==> src/epsr_defines.vh <==
// Constants for the enhanced PWM setup controller: own register map,
// device register indices and device field layouts.
// Assumes the device port answers each request with a one-cycle ack.
`ifndef EPSR_DEFINES_VH
`define EPSR_DEFINES_VH

// ----------------------------------------------------------------------
// Own register map (byte offsets)
// ----------------------------------------------------------------------
`define EPSR_OFS_CTRL      8'h00
`define EPSR_OFS_CFG0      8'h04
`define EPSR_OFS_CFG1      8'h08
`define EPSR_OFS_CFG2      8'h0c
`define EPSR_OFS_STATUS    8'h10
`define EPSR_OFS_IRQ_STAT  8'h14
`define EPSR_OFS_IRQ_MASK  8'h18

// CTRL bits
`define EPSR_CTRL_START    0
`define EPSR_CTRL_HALF     1
`define EPSR_CTRL_SHDN     2
`define EPSR_CTRL_RESTART  3
`define EPSR_CTRL_CMP      4
`define EPSR_CTRL_SMALL    5
`define EPSR_CTRL_RST      5'h00

// Reset values of configuration words
`define EPSR_CFG0_RST      26'h0000000
`define EPSR_CFG1_RST      32'h00000000
`define EPSR_CFG2_RST      8'h00
`define EPSR_IRQ_RST       3'h0

// Interrupt bits
`define EPSR_IRQ_DONE      0
`define EPSR_IRQ_FLAG      1
`define EPSR_IRQ_RETRY     2

// ----------------------------------------------------------------------
// Device register indices on the device port
// ----------------------------------------------------------------------
`define EPSR_DEV_DIR       4'h0
`define EPSR_DEV_PERIOD    4'h1
`define EPSR_DEV_PWMCTL    4'h2
`define EPSR_DEV_DUTYLO    4'h3
`define EPSR_DEV_DELAY     4'h4
`define EPSR_DEV_SHDN      4'h5
`define EPSR_DEV_CMPCFG    4'h6
`define EPSR_DEV_FLAGS     4'h7
`define EPSR_DEV_TMRCTL    4'h8
`define EPSR_DEV_ANALOG    4'h9

// Device field positions
`define EPSR_FLAG_MATCH    1
`define EPSR_TMR_RUN       2
`define EPSR_SHDN_ACTIVE   7
`define EPSR_DEL_RESTART   7
`define EPSR_DIR_ALL_IN    8'hff

`endif

==> src/epsr_host.v <==
// Setup controller that drives an enhanced PWM unit through its register
// port, taking orders over a classic Wishbone slave.
// Assumes the device port runs on clk_i and holds ack high for one cycle.
`timescale 1ns/1ps
`include "epsr_defines.vh"

module epsr_host (
  input  wire        clk_i,        // System clock
  input  wire        rst_i,        // Synchronous reset, active high
  input  wire        wb_cyc_i,     // Wishbone cycle
  input  wire        wb_stb_i,     // Wishbone strobe
  input  wire        wb_we_i,      // Wishbone write enable
  input  wire [7:0]  wb_adr_i,     // Wishbone byte address
  input  wire [3:0]  wb_sel_i,     // Wishbone byte selects
  input  wire [31:0] wb_dat_i,     // Wishbone write data
  output wire [31:0] wb_dat_o,     // Wishbone read data
  output wire        wb_ack_o,     // Wishbone acknowledge
  output wire        irq_o,        // Interrupt, level high
  output wire [3:0]  dev_addr_o,   // Device register index
  output wire [7:0]  dev_wdata_o,  // Device write data
  output wire        dev_we_o,     // Device write enable
  output wire        dev_req_o,    // Device request, held until ack
  input  wire [7:0]  dev_rdata_i,  // Device read data
  input  wire        dev_ack_i     // Device acknowledge
);

  // --------------------------------------------------------------------
  // Sequencer states
  // --------------------------------------------------------------------
  localparam [20:0] S_IDLE     = 21'h000001;
  localparam [20:0] S_DIR_IN   = 21'h000002;
  localparam [20:0] S_PERIOD   = 21'h000004;
  localparam [20:0] S_CON      = 21'h000008;
  localparam [20:0] S_DUTY     = 21'h000010;
  localparam [20:0] S_DEL      = 21'h000020;
  localparam [20:0] S_AS       = 21'h000040;
  localparam [20:0] S_CMP      = 21'h000080;
  localparam [20:0] S_ANA      = 21'h000100;
  localparam [20:0] S_RST      = 21'h000200;
  localparam [20:0] S_FLAG_RD  = 21'h000400;
  localparam [20:0] S_FLAG_WR  = 21'h000800;
  localparam [20:0] S_T2_PS    = 21'h001000;
  localparam [20:0] S_T2_ON    = 21'h002000;
  localparam [20:0] S_POLL     = 21'h004000;
  localparam [20:0] S_POLL_CHK = 21'h008000;
  localparam [20:0] S_DIR_OUT  = 21'h010000;
  localparam [20:0] S_ASE_CLR  = 21'h020000;
  localparam [20:0] S_ASE_RD   = 21'h040000;
  localparam [20:0] S_ASE_CHK  = 21'h080000;
  localparam [20:0] S_ACC      = 21'h100000;

  // --------------------------------------------------------------------
  // Helpers
  // --------------------------------------------------------------------
  function [31:0] epsr_merge;
    input [31:0] old_v;
    input [31:0] new_v;
    input [3:0]  sel;
    integer i;
    begin
      epsr_merge = old_v;
      for (i = 0; i < 4; i = i + 1) begin
        if (sel[i]) begin
          epsr_merge[i*8 +: 8] = new_v[i*8 +: 8];
        end
      end
    end
  endfunction

  // --------------------------------------------------------------------
  // Wishbone slave registers
  // --------------------------------------------------------------------
  reg  [4:0]  ctrl_ff;
  reg  [25:0] cfg0_ff;
  reg  [31:0] cfg1_ff;
  reg  [7:0]  cfg2_ff;
  reg  [2:0]  mask_ff;
  reg  [2:0]  irq_ff;
  reg         ack_ff;
  reg  [31:0] rdat_wb_ff;
  reg         start_ff;
  reg  [20:0] state_ff;
  reg  [20:0] ret_ff;
  reg  [3:0]  addr_ff;
  reg  [7:0]  wdata_ff;
  reg         we_ff;
  reg         req_ff;
  reg  [7:0]  rdat_ff;

  wire        acc      = wb_cyc_i & wb_stb_i & ~ack_ff;
  wire        acc_wr   = acc & wb_we_i;
  wire        acc_rd   = acc & ~wb_we_i;
  wire        rd_irq   = acc_rd & (wb_adr_i == `EPSR_OFS_IRQ_STAT);
  wire        busy     = (state_ff != S_IDLE);
  wire [31:0] cfg0_ext = {6'h00, cfg0_ff};
  wire [31:0] cfg0_new = epsr_merge(cfg0_ext, wb_dat_i, wb_sel_i);
  wire [31:0] cfg1_new = epsr_merge(cfg1_ff, wb_dat_i, wb_sel_i);
  wire [31:0] cfg2_new = epsr_merge({24'h000000, cfg2_ff}, wb_dat_i, wb_sel_i);
  wire [31:0] mask_new = epsr_merge({29'h0, mask_ff}, wb_dat_i, wb_sel_i);

  reg  [31:0] nxt_rdat_wb;
  reg         ev_done;
  reg         ev_flag;
  reg         ev_retry;
  wire [2:0]  events   = {ev_retry, ev_flag, ev_done};
  // An event in the cycle of the clearing read survives it
  wire [2:0]  nxt_irq  = (irq_ff & ~(rd_irq ? 3'h7 : 3'h0)) | events;

  always @* begin
    case (wb_adr_i)
      `EPSR_OFS_CTRL:     nxt_rdat_wb = {26'h0, ctrl_ff, 1'b0};
      `EPSR_OFS_CFG0:     nxt_rdat_wb = cfg0_ext;
      `EPSR_OFS_CFG1:     nxt_rdat_wb = cfg1_ff;
      `EPSR_OFS_CFG2:     nxt_rdat_wb = {24'h000000, cfg2_ff};
      `EPSR_OFS_STATUS:   nxt_rdat_wb = {rdat_ff, 2'h0, state_ff, busy};
      `EPSR_OFS_IRQ_STAT: nxt_rdat_wb = {29'h0, irq_ff};
      `EPSR_OFS_IRQ_MASK: nxt_rdat_wb = {29'h0, mask_ff};
      default:            nxt_rdat_wb = 32'h00000000;
    endcase
  end

  always @(posedge clk_i) begin
    if (rst_i) begin
      ctrl_ff    <= `EPSR_CTRL_RST;
      cfg0_ff    <= `EPSR_CFG0_RST;
      cfg1_ff    <= `EPSR_CFG1_RST;
      cfg2_ff    <= `EPSR_CFG2_RST;
      mask_ff    <= `EPSR_IRQ_RST;
      irq_ff     <= `EPSR_IRQ_RST;
      ack_ff     <= 1'b0;
      rdat_wb_ff <= 32'h00000000;
      start_ff   <= 1'b0;
    end else begin
      ack_ff   <= acc;
      irq_ff   <= nxt_irq;
      start_ff <= 1'b0;
      if (acc_rd) begin
        rdat_wb_ff <= nxt_rdat_wb;
      end
      if (acc_wr) begin
        case (wb_adr_i)
          `EPSR_OFS_CTRL: begin
            if (wb_sel_i[0]) begin
              ctrl_ff  <= wb_dat_i[5:1];
              start_ff <= wb_dat_i[`EPSR_CTRL_START];
            end
          end
          `EPSR_OFS_CFG0:     cfg0_ff <= cfg0_new[25:0];
          `EPSR_OFS_CFG1:     cfg1_ff <= cfg1_new;
          `EPSR_OFS_CFG2:     cfg2_ff <= cfg2_new[7:0];
          `EPSR_OFS_IRQ_MASK: mask_ff <= mask_new[2:0];
          default: begin
          end
        endcase
      end
    end
  end

  assign wb_ack_o = ack_ff;
  assign wb_dat_o = rdat_wb_ff;
  assign irq_o    = |(irq_ff & mask_ff);

  // --------------------------------------------------------------------
  // Configuration fields
  // --------------------------------------------------------------------
  wire       half_en  = ctrl_ff[`EPSR_CTRL_HALF - 1];
  wire       shdn_en  = ctrl_ff[`EPSR_CTRL_SHDN - 1];
  wire       rstrt_en = ctrl_ff[`EPSR_CTRL_RESTART - 1];
  wire       cmp_en   = ctrl_ff[`EPSR_CTRL_CMP - 1];
  wire       small_en = ctrl_ff[`EPSR_CTRL_SMALL - 1];

  wire [7:0] period_limit        = cfg0_ff[7:0];
  wire [9:0] duty                = cfg0_ff[17:8];
  wire [1:0] timer_prescale_field = cfg0_ff[19:18];
  wire [1:0] output_config_field = small_en ? 2'h0 : cfg0_ff[21:20];
  wire [3:0] polarity_mode_field = cfg0_ff[25:22];
  wire [6:0] deadband_count      = small_en ? 7'h00 : cfg1_ff[6:0];
  wire [2:0] shutdown_source_field = cfg1_ff[10:8];
  wire [1:0] pair_ac_shutdown_state = cfg1_ff[13:12];
  wire [1:0] pair_bd_shutdown_state = small_en ? 2'h0 : cfg1_ff[15:14];
  wire [3:0] pins_used           = cfg1_ff[19:16];
  wire [7:0] comparator_config   = cfg1_ff[31:24];
  wire [7:0] analog_select       = cfg2_ff;

  // Duty splits: upper eight bits to duty low, lowest two to control
  wire [7:0] duty_low      = duty[9:2];
  wire [1:0] duty_low_bits = duty[1:0];
  wire [7:0] pwm_control   = {output_config_field, duty_low_bits, polarity_mode_field};

  // --------------------------------------------------------------------
  // Setup sequencer
  // --------------------------------------------------------------------
  reg  [20:0] nxt_state;
  reg  [20:0] nxt_ret;
  reg  [3:0]  nxt_addr;
  reg  [7:0]  nxt_wdata;
  reg         nxt_we;
  reg         nxt_req;
  reg  [7:0]  nxt_rdat;
  reg         iss;
  reg  [3:0]  ia;
  reg  [7:0]  iw;
  reg         iwe;
  reg  [20:0] irt;

  always @* begin
    nxt_state = state_ff;
    nxt_ret   = ret_ff;
    nxt_addr  = addr_ff;
    nxt_wdata = wdata_ff;
    nxt_we    = we_ff;
    nxt_req   = req_ff;
    nxt_rdat  = rdat_ff;
    iss       = 1'b0;
    ia        = 4'h0;
    iw        = 8'h00;
    iwe       = 1'b1;
    irt       = S_IDLE;
    ev_done   = 1'b0;
    ev_flag   = 1'b0;
    ev_retry  = 1'b0;
    case (state_ff)
      S_IDLE: begin
        if (start_ff) begin
          nxt_state = S_DIR_IN;
        end
      end
      S_DIR_IN: begin
        iss = 1'b1;
        ia  = `EPSR_DEV_DIR;
        iw  = `EPSR_DIR_ALL_IN;
        irt = S_PERIOD;
      end
      S_PERIOD: begin
        iss = 1'b1;
        ia  = `EPSR_DEV_PERIOD;
        iw  = period_limit;
        irt = S_CON;
      end
      S_CON: begin
        iss = 1'b1;
        ia  = `EPSR_DEV_PWMCTL;
        iw  = pwm_control;
        irt = S_DUTY;
      end
      S_DUTY: begin
        iss = 1'b1;
        ia  = `EPSR_DEV_DUTYLO;
        iw  = duty_low;
        irt = S_DEL;
      end
      S_DEL: begin
        if (half_en && !small_en) begin
          iss = 1'b1;
          ia  = `EPSR_DEV_DELAY;
          iw  = {1'b0, deadband_count};
          irt = S_AS;
        end else begin
          nxt_state = S_AS;
        end
      end
      S_AS: begin
        // Shutdown starts forced so the pins stay safe until a period has run
        if (shdn_en && !small_en) begin
          iss = 1'b1;
          ia  = `EPSR_DEV_SHDN;
          iw  = {1'b1, shutdown_source_field, pair_ac_shutdown_state,
                 pair_bd_shutdown_state};
          irt = S_CMP;
        end else begin
          nxt_state = S_RST;
        end
      end
      S_CMP: begin
        if (cmp_en) begin
          iss = 1'b1;
          ia  = `EPSR_DEV_CMPCFG;
          iw  = comparator_config;
          irt = S_ANA;
        end else begin
          nxt_state = S_RST;
        end
      end
      S_ANA: begin
        iss = 1'b1;
        ia  = `EPSR_DEV_ANALOG;
        iw  = analog_select;
        irt = S_RST;
      end
      S_RST: begin
        if (rstrt_en && !small_en) begin
          iss = 1'b1;
          ia  = `EPSR_DEV_DELAY;
          iw  = {1'b1, half_en ? deadband_count : 7'h00};
          irt = S_FLAG_RD;
        end else begin
          nxt_state = S_FLAG_RD;
        end
      end
      S_FLAG_RD: begin
        iss = 1'b1;
        iwe = 1'b0;
        ia  = `EPSR_DEV_FLAGS;
        irt = S_FLAG_WR;
      end
      S_FLAG_WR: begin
        // Read-modify-write keeps the other peripheral flags untouched
        iss = 1'b1;
        ia  = `EPSR_DEV_FLAGS;
        iw  = rdat_ff & ~(8'h01 << `EPSR_FLAG_MATCH);
        irt = S_T2_PS;
      end
      S_T2_PS: begin
        iss = 1'b1;
        ia  = `EPSR_DEV_TMRCTL;
        iw  = {6'h00, timer_prescale_field};
        irt = S_T2_ON;
      end
      S_T2_ON: begin
        iss = 1'b1;
        ia  = `EPSR_DEV_TMRCTL;
        iw  = {5'h00, 1'b1, timer_prescale_field};
        irt = S_POLL;
      end
      S_POLL: begin
        iss = 1'b1;
        iwe = 1'b0;
        ia  = `EPSR_DEV_FLAGS;
        irt = S_POLL_CHK;
      end
      S_POLL_CHK: begin
        // Flag marks a period match, so a fresh period has just begun
        if (rdat_ff[`EPSR_FLAG_MATCH]) begin
          ev_flag   = 1'b1;
          nxt_state = S_DIR_OUT;
        end else begin
          nxt_state = S_POLL;
        end
      end
      S_DIR_OUT: begin
        iss = 1'b1;
        ia  = `EPSR_DEV_DIR;
        iw  = {4'hf, ~pins_used};
        irt = S_ASE_CLR;
      end
      S_ASE_CLR: begin
        if (shdn_en && !small_en) begin
          iss = 1'b1;
          ia  = `EPSR_DEV_SHDN;
          iw  = {1'b0, shutdown_source_field, pair_ac_shutdown_state,
                 pair_bd_shutdown_state};
          irt = S_ASE_RD;
        end else begin
          ev_done   = 1'b1;
          nxt_state = S_IDLE;
        end
      end
      S_ASE_RD: begin
        iss = 1'b1;
        iwe = 1'b0;
        ia  = `EPSR_DEV_SHDN;
        irt = S_ASE_CHK;
      end
      S_ASE_CHK: begin
        // The clear is ignored while a cause persists; keep retrying
        if (rdat_ff[`EPSR_SHDN_ACTIVE]) begin
          ev_retry  = 1'b1;
          nxt_state = S_ASE_CLR;
        end else begin
          ev_done   = 1'b1;
          nxt_state = S_IDLE;
        end
      end
      S_ACC: begin
        if (dev_ack_i) begin
          nxt_req   = 1'b0;
          nxt_we    = 1'b0;
          nxt_rdat  = dev_rdata_i;
          nxt_state = ret_ff;
        end
      end
      default: begin
        nxt_state = S_IDLE;
      end
    endcase
    if (iss) begin
      nxt_addr  = ia;
      nxt_wdata = iwe ? iw : 8'h00;
      nxt_we    = iwe;
      nxt_req   = 1'b1;
      nxt_ret   = irt;
      nxt_state = S_ACC;
    end
  end

  always @(posedge clk_i) begin
    if (rst_i) begin
      state_ff <= S_IDLE;
      ret_ff   <= S_IDLE;
      addr_ff  <= 4'h0;
      wdata_ff <= 8'h00;
      we_ff    <= 1'b0;
      req_ff   <= 1'b0;
      rdat_ff  <= 8'h00;
    end else begin
      state_ff <= nxt_state;
      ret_ff   <= nxt_ret;
      addr_ff  <= nxt_addr;
      wdata_ff <= nxt_wdata;
      we_ff    <= nxt_we;
      req_ff   <= nxt_req;
      rdat_ff  <= nxt_rdat;
    end
  end

  assign dev_addr_o  = addr_ff;
  assign dev_wdata_o = wdata_ff;
  assign dev_we_o    = we_ff;
  assign dev_req_o   = req_ff;

endmodule

==> config.mk <==
export PLATFORM = sky130hd
export DESIGN_NAME = epsr_host
export DESIGN_NICKNAME = d
export VERILOG_FILES = /design/src/epsr_host.v
export VERILOG_INCLUDE_DIRS = /design/src
export SDC_FILE = /design/constraint.sdc
export NUM_CORES = 1
export LEC_CHECK = 0
export BUFFER_PORTS_ARGS = -buffer_cell sky130_fd_sc_hd__buf_4
export CORE_MARGIN = 1.5
export CORE_UTILIZATION = 30
export CTS_CLUSTER_SIZE = 8
export DETAILED_ROUTE_END_ITERATION = 12
export GPL_TIMING_DRIVEN = 0
export MAX_ROUTING_LAYER = met4
export SLEW_MARGIN = 10
export SYNTH_ARGS = -nofsm -noshare
export SYNTH_HDL_FRONTEND = slang
export SYNTH_SLANG_ARGS = --single-unit
export TNS_END_PERCENT = 20
==> constraint.sdc <==
create_clock -name clk_i -period 3.52 [get_ports clk_i]
set_clock_uncertainty 0.1 [all_clocks]
set_input_delay 0 -clock clk_i [delete_from_list [all_inputs] [get_ports clk_i]]
set_output_delay 0 -clock clk_i [all_outputs]
set_load 0.03 [all_outputs]
==> flow_summary.ini <==
[timing]
min_period_ns = 3.49
min_period_over_period = 0.990
finalMaxSlewViolations = 0
hold_viol = 0
setup_viol = 0
slew_headroom = 0.320
grt_setup_unrepaired = true
tightestPinTransition_ns = 1.01
fmax_mhz = 287

[setup_path]
crit_arrival_ns = 3.76
crit_cells = 8
critical_path_buf_inv_count = 1
startpoint_type = flip-flop
slowest_delay_ns = 0.70
cp.required_ns = 3.79
worstSetupPathType = flip-flop to flip-flop
crit_chain = or4_4 > or3_4 > nor4b_4 > nor3_2 > and4_1 > buf_6 > or4_1 > a21oi_1
critPathSlowestCell = nor4b_4
crit_fanout = 10
critPathCaptureType = flip-flop
r2r.worst_path.cells = 8
crit_family = simple AND/OR/NAND/NOR gates

[synthesis]
synth-seq-area-share = 0.446
yosys_warnings = 0
yosys-top-cells-area = dfxtp_1 45%, mux2i_1 11%, nor2_1 8.3%
synth_fp_nets = 900
postSynthAreaPerCell_um2 = 9.18
ys_ff_latch = 172
synth_flop_cell = dfxtp_1
yosys.area.top_type = dfxtp_1
postSynthCellCount = 842
synth_edf_count = 0
syn_area_um2 = 7730
synthArstFlopShare = 0
synth_top_area_share = 0.446
yosysUniqueCellTypes = 67

[place]
globalplace.congestion = 0.996
placed_area_um2 = 8920
dpl.hpwl_mm = 22.3
numPortBuffers = 103

[flow_run]
drv_cap = 0

[route]
drtPass1Iterations = 9
via_count = 7508
ant_nets = 0
wirelength_mm = 29.7
drtIter0Drc = 894
drc = 0
via_per_inst = 5.55
route.detailed.wl_per_inst_um = 21.9

[final_layout]
drive_above_1_share = 0.173
nNetsFinal = 1069
area_growth_pct = 30.0
final_common_cell = dfxtp_1
final_area_um2 = 10000
finalCoreUtilization = 0.398
final_cell_mix = 172 x dfxtp_1, 169 x nor2_1, 104 x buf_4, 87 x mux2i_1, 49 x a21oi_1
antenna_cells = 0

[power]
total_power_mw = 4.13
ir_worst_vdd_mv = 0.303
power.leakage_nw = 4.10
powerDensity_nw_per_um2 = 412

[clocking]
cts.htree.levels = 4
clk_path_buf_depth = 2
cts.clk_slew.worst_paths_ns = 0.07
cts_buffers = 17
clk_latency_ns = 0.45
cts_tree = done
cts_sinks = 172
cts_setup_buffers = 0
cts_root_buffer = clkbuf_16

[floorplanning]
io_pins = 106
num_rows = 58
core_area_um2 = 25300
die-area_um2 = 26700
dieHeight_um = 163
chipWidth_um = 163
start_util = 0.306

[global_routing]
grt_start_max_net_pins = 17
antenna_found_initial = 0
grt-ovfl-total = 0
grt_usage = 0.231
grt_pass1_wl_mm = 44.6
grt_pass1_vias = 7116

[hold_path]
hold_path_class = input port to flip-flop
hold_depth = 5

[run_status]
status = finished, final reports clean
-- worst reg2reg max path, stage by stage (launching register included) --
cell and delay, ns:
dfxtp_1 0.40, or4_4 0.63, or3_4 0.38, nor4b_4 0.70, nor3_2 0.18, and4_1 0.21
buf_6 0.14, or4_1 0.51, a21oi_1 0.18
-- synthesized netlist by cell type (all sizes together), types with 3 or more instances --
library cell  number
dfxtp            172
nor2             170
mux2i             87
a21oi             49
clkbuf            48
nand2             42
a222oi            31
a22o              26
nand4             18
nor3              17
and2              14
and3              13
nand3             13
nor4              11
nor4b             11
a22oi             10
o21ai              9
a211oi             8
or4                8
buf                7
inv                7
and4               5
nand2b             5
nor2b              5
a21o               4
a221oi             4
a32o               4
nand3b             4
o2bb2ai            4
a2111oi            3
a31oi              3
and2b              3
nor3b              3
or3                3
-- state kept, by name (all words and copies together) (netlist names), 3 cells and up --
register / cells
state_ff: 21
cfg1_ff: 32
rdat_ff: 8
ctrl_ff: 5
wb_dat_o: 32
analog_select: 8
mask_ff: 3
irq_ff: 3
dev_addr_o: 4
dev_wdata_o: 8
ret_ff: 18
cfg0_ff: 26
-- area by class of cell --
class                      count  area [um2]
fill                        2561       15200
multi-input combinational    606        4030
buffer                        56         308
clock buffer                  22         474
inverter                       8        30.0
sequential                   172        3440
tap                          330         413
timing repair buffer         150        1240
clock inverter                10         105
-- through the flow --
step           TNS [ns]  worst slack, ns  instances  hold WS [ns]
2_1_floorplan         0            0.674        842        0.0439
3_3_place_gp     -19.21           -0.614       1275         0.130
3_5_place_dp     -10.43           -0.420       1275         0.142
4_1_cts               0           0.0172       1354        0.0232
5_1_grt         -0.0720          -0.0720       1354        0.0659
6_report              0           0.0345       1354        0.0131
-- routing by layer --
layer | share of wire | global-route usage
met1 | 0.42 | 0.295
met2 | 0.47 | 0.365
met3 | 0.078 | 0.0356
met4 | 0.035 | 0.0959
met5 | 0 | -
-- timing repair --
action / 4_1_cts / 5_1_grt
gates resized for setup: 10 / 4
hold buffers: 47 / 0
pin swaps: 0 / 0
hold endpoints to repair: 96 / 0
endpoints found under the setup margin: 42 / 39
-- logic make-up (layout without fill, tap and decap cells) --
logic type / Yosys count / count (layout) / synth area share
AO/OA/AOI/OAI: 166 / 166 / 0.163
XOR/XNOR: 2 / 2 / 0.00227
buffers and inverters: 64 / 246 / 0.0432
flip-flops: 172 / 172 / 0.446
multiplexers: 88 / 88 / 0.116
AND/OR/NAND/NOR: 350 / 350 / 0.230
-- where the power goes --
part	switching (mW)	total [mW]	leakage, nW	internal, mW
clock network	0.837	1.88	0.280	1.04
logic	0.169	0.294	2.44	0.125
registers	0.00929	1.96	1.38	1.95
-- path summary, 6_finish.rpt --
| kind | from | end | slack [ns] |
|---|---|---|---|
| worst max-delay path | state_ff[4]$_SDFFE_PP0P_ | dev_we_o$_SDFFE_PP0P_ | 0.03 |
| worst min-delay path | wb_sel_i[0] | mask_ff[0]$_SDFFE_PP0P_ | 0.01 |
| worst max register to register | state_ff[4]$_SDFFE_PP0P_ | dev_we_o$_SDFFE_PP0P_ | 0.03 |
| worst min register to register | ret_ff[0]$_SDFFE_PP1P_ | ret_ff[0]$_SDFFE_PP1P_ | 0.35 |
(Power assumes the default switching activity.)
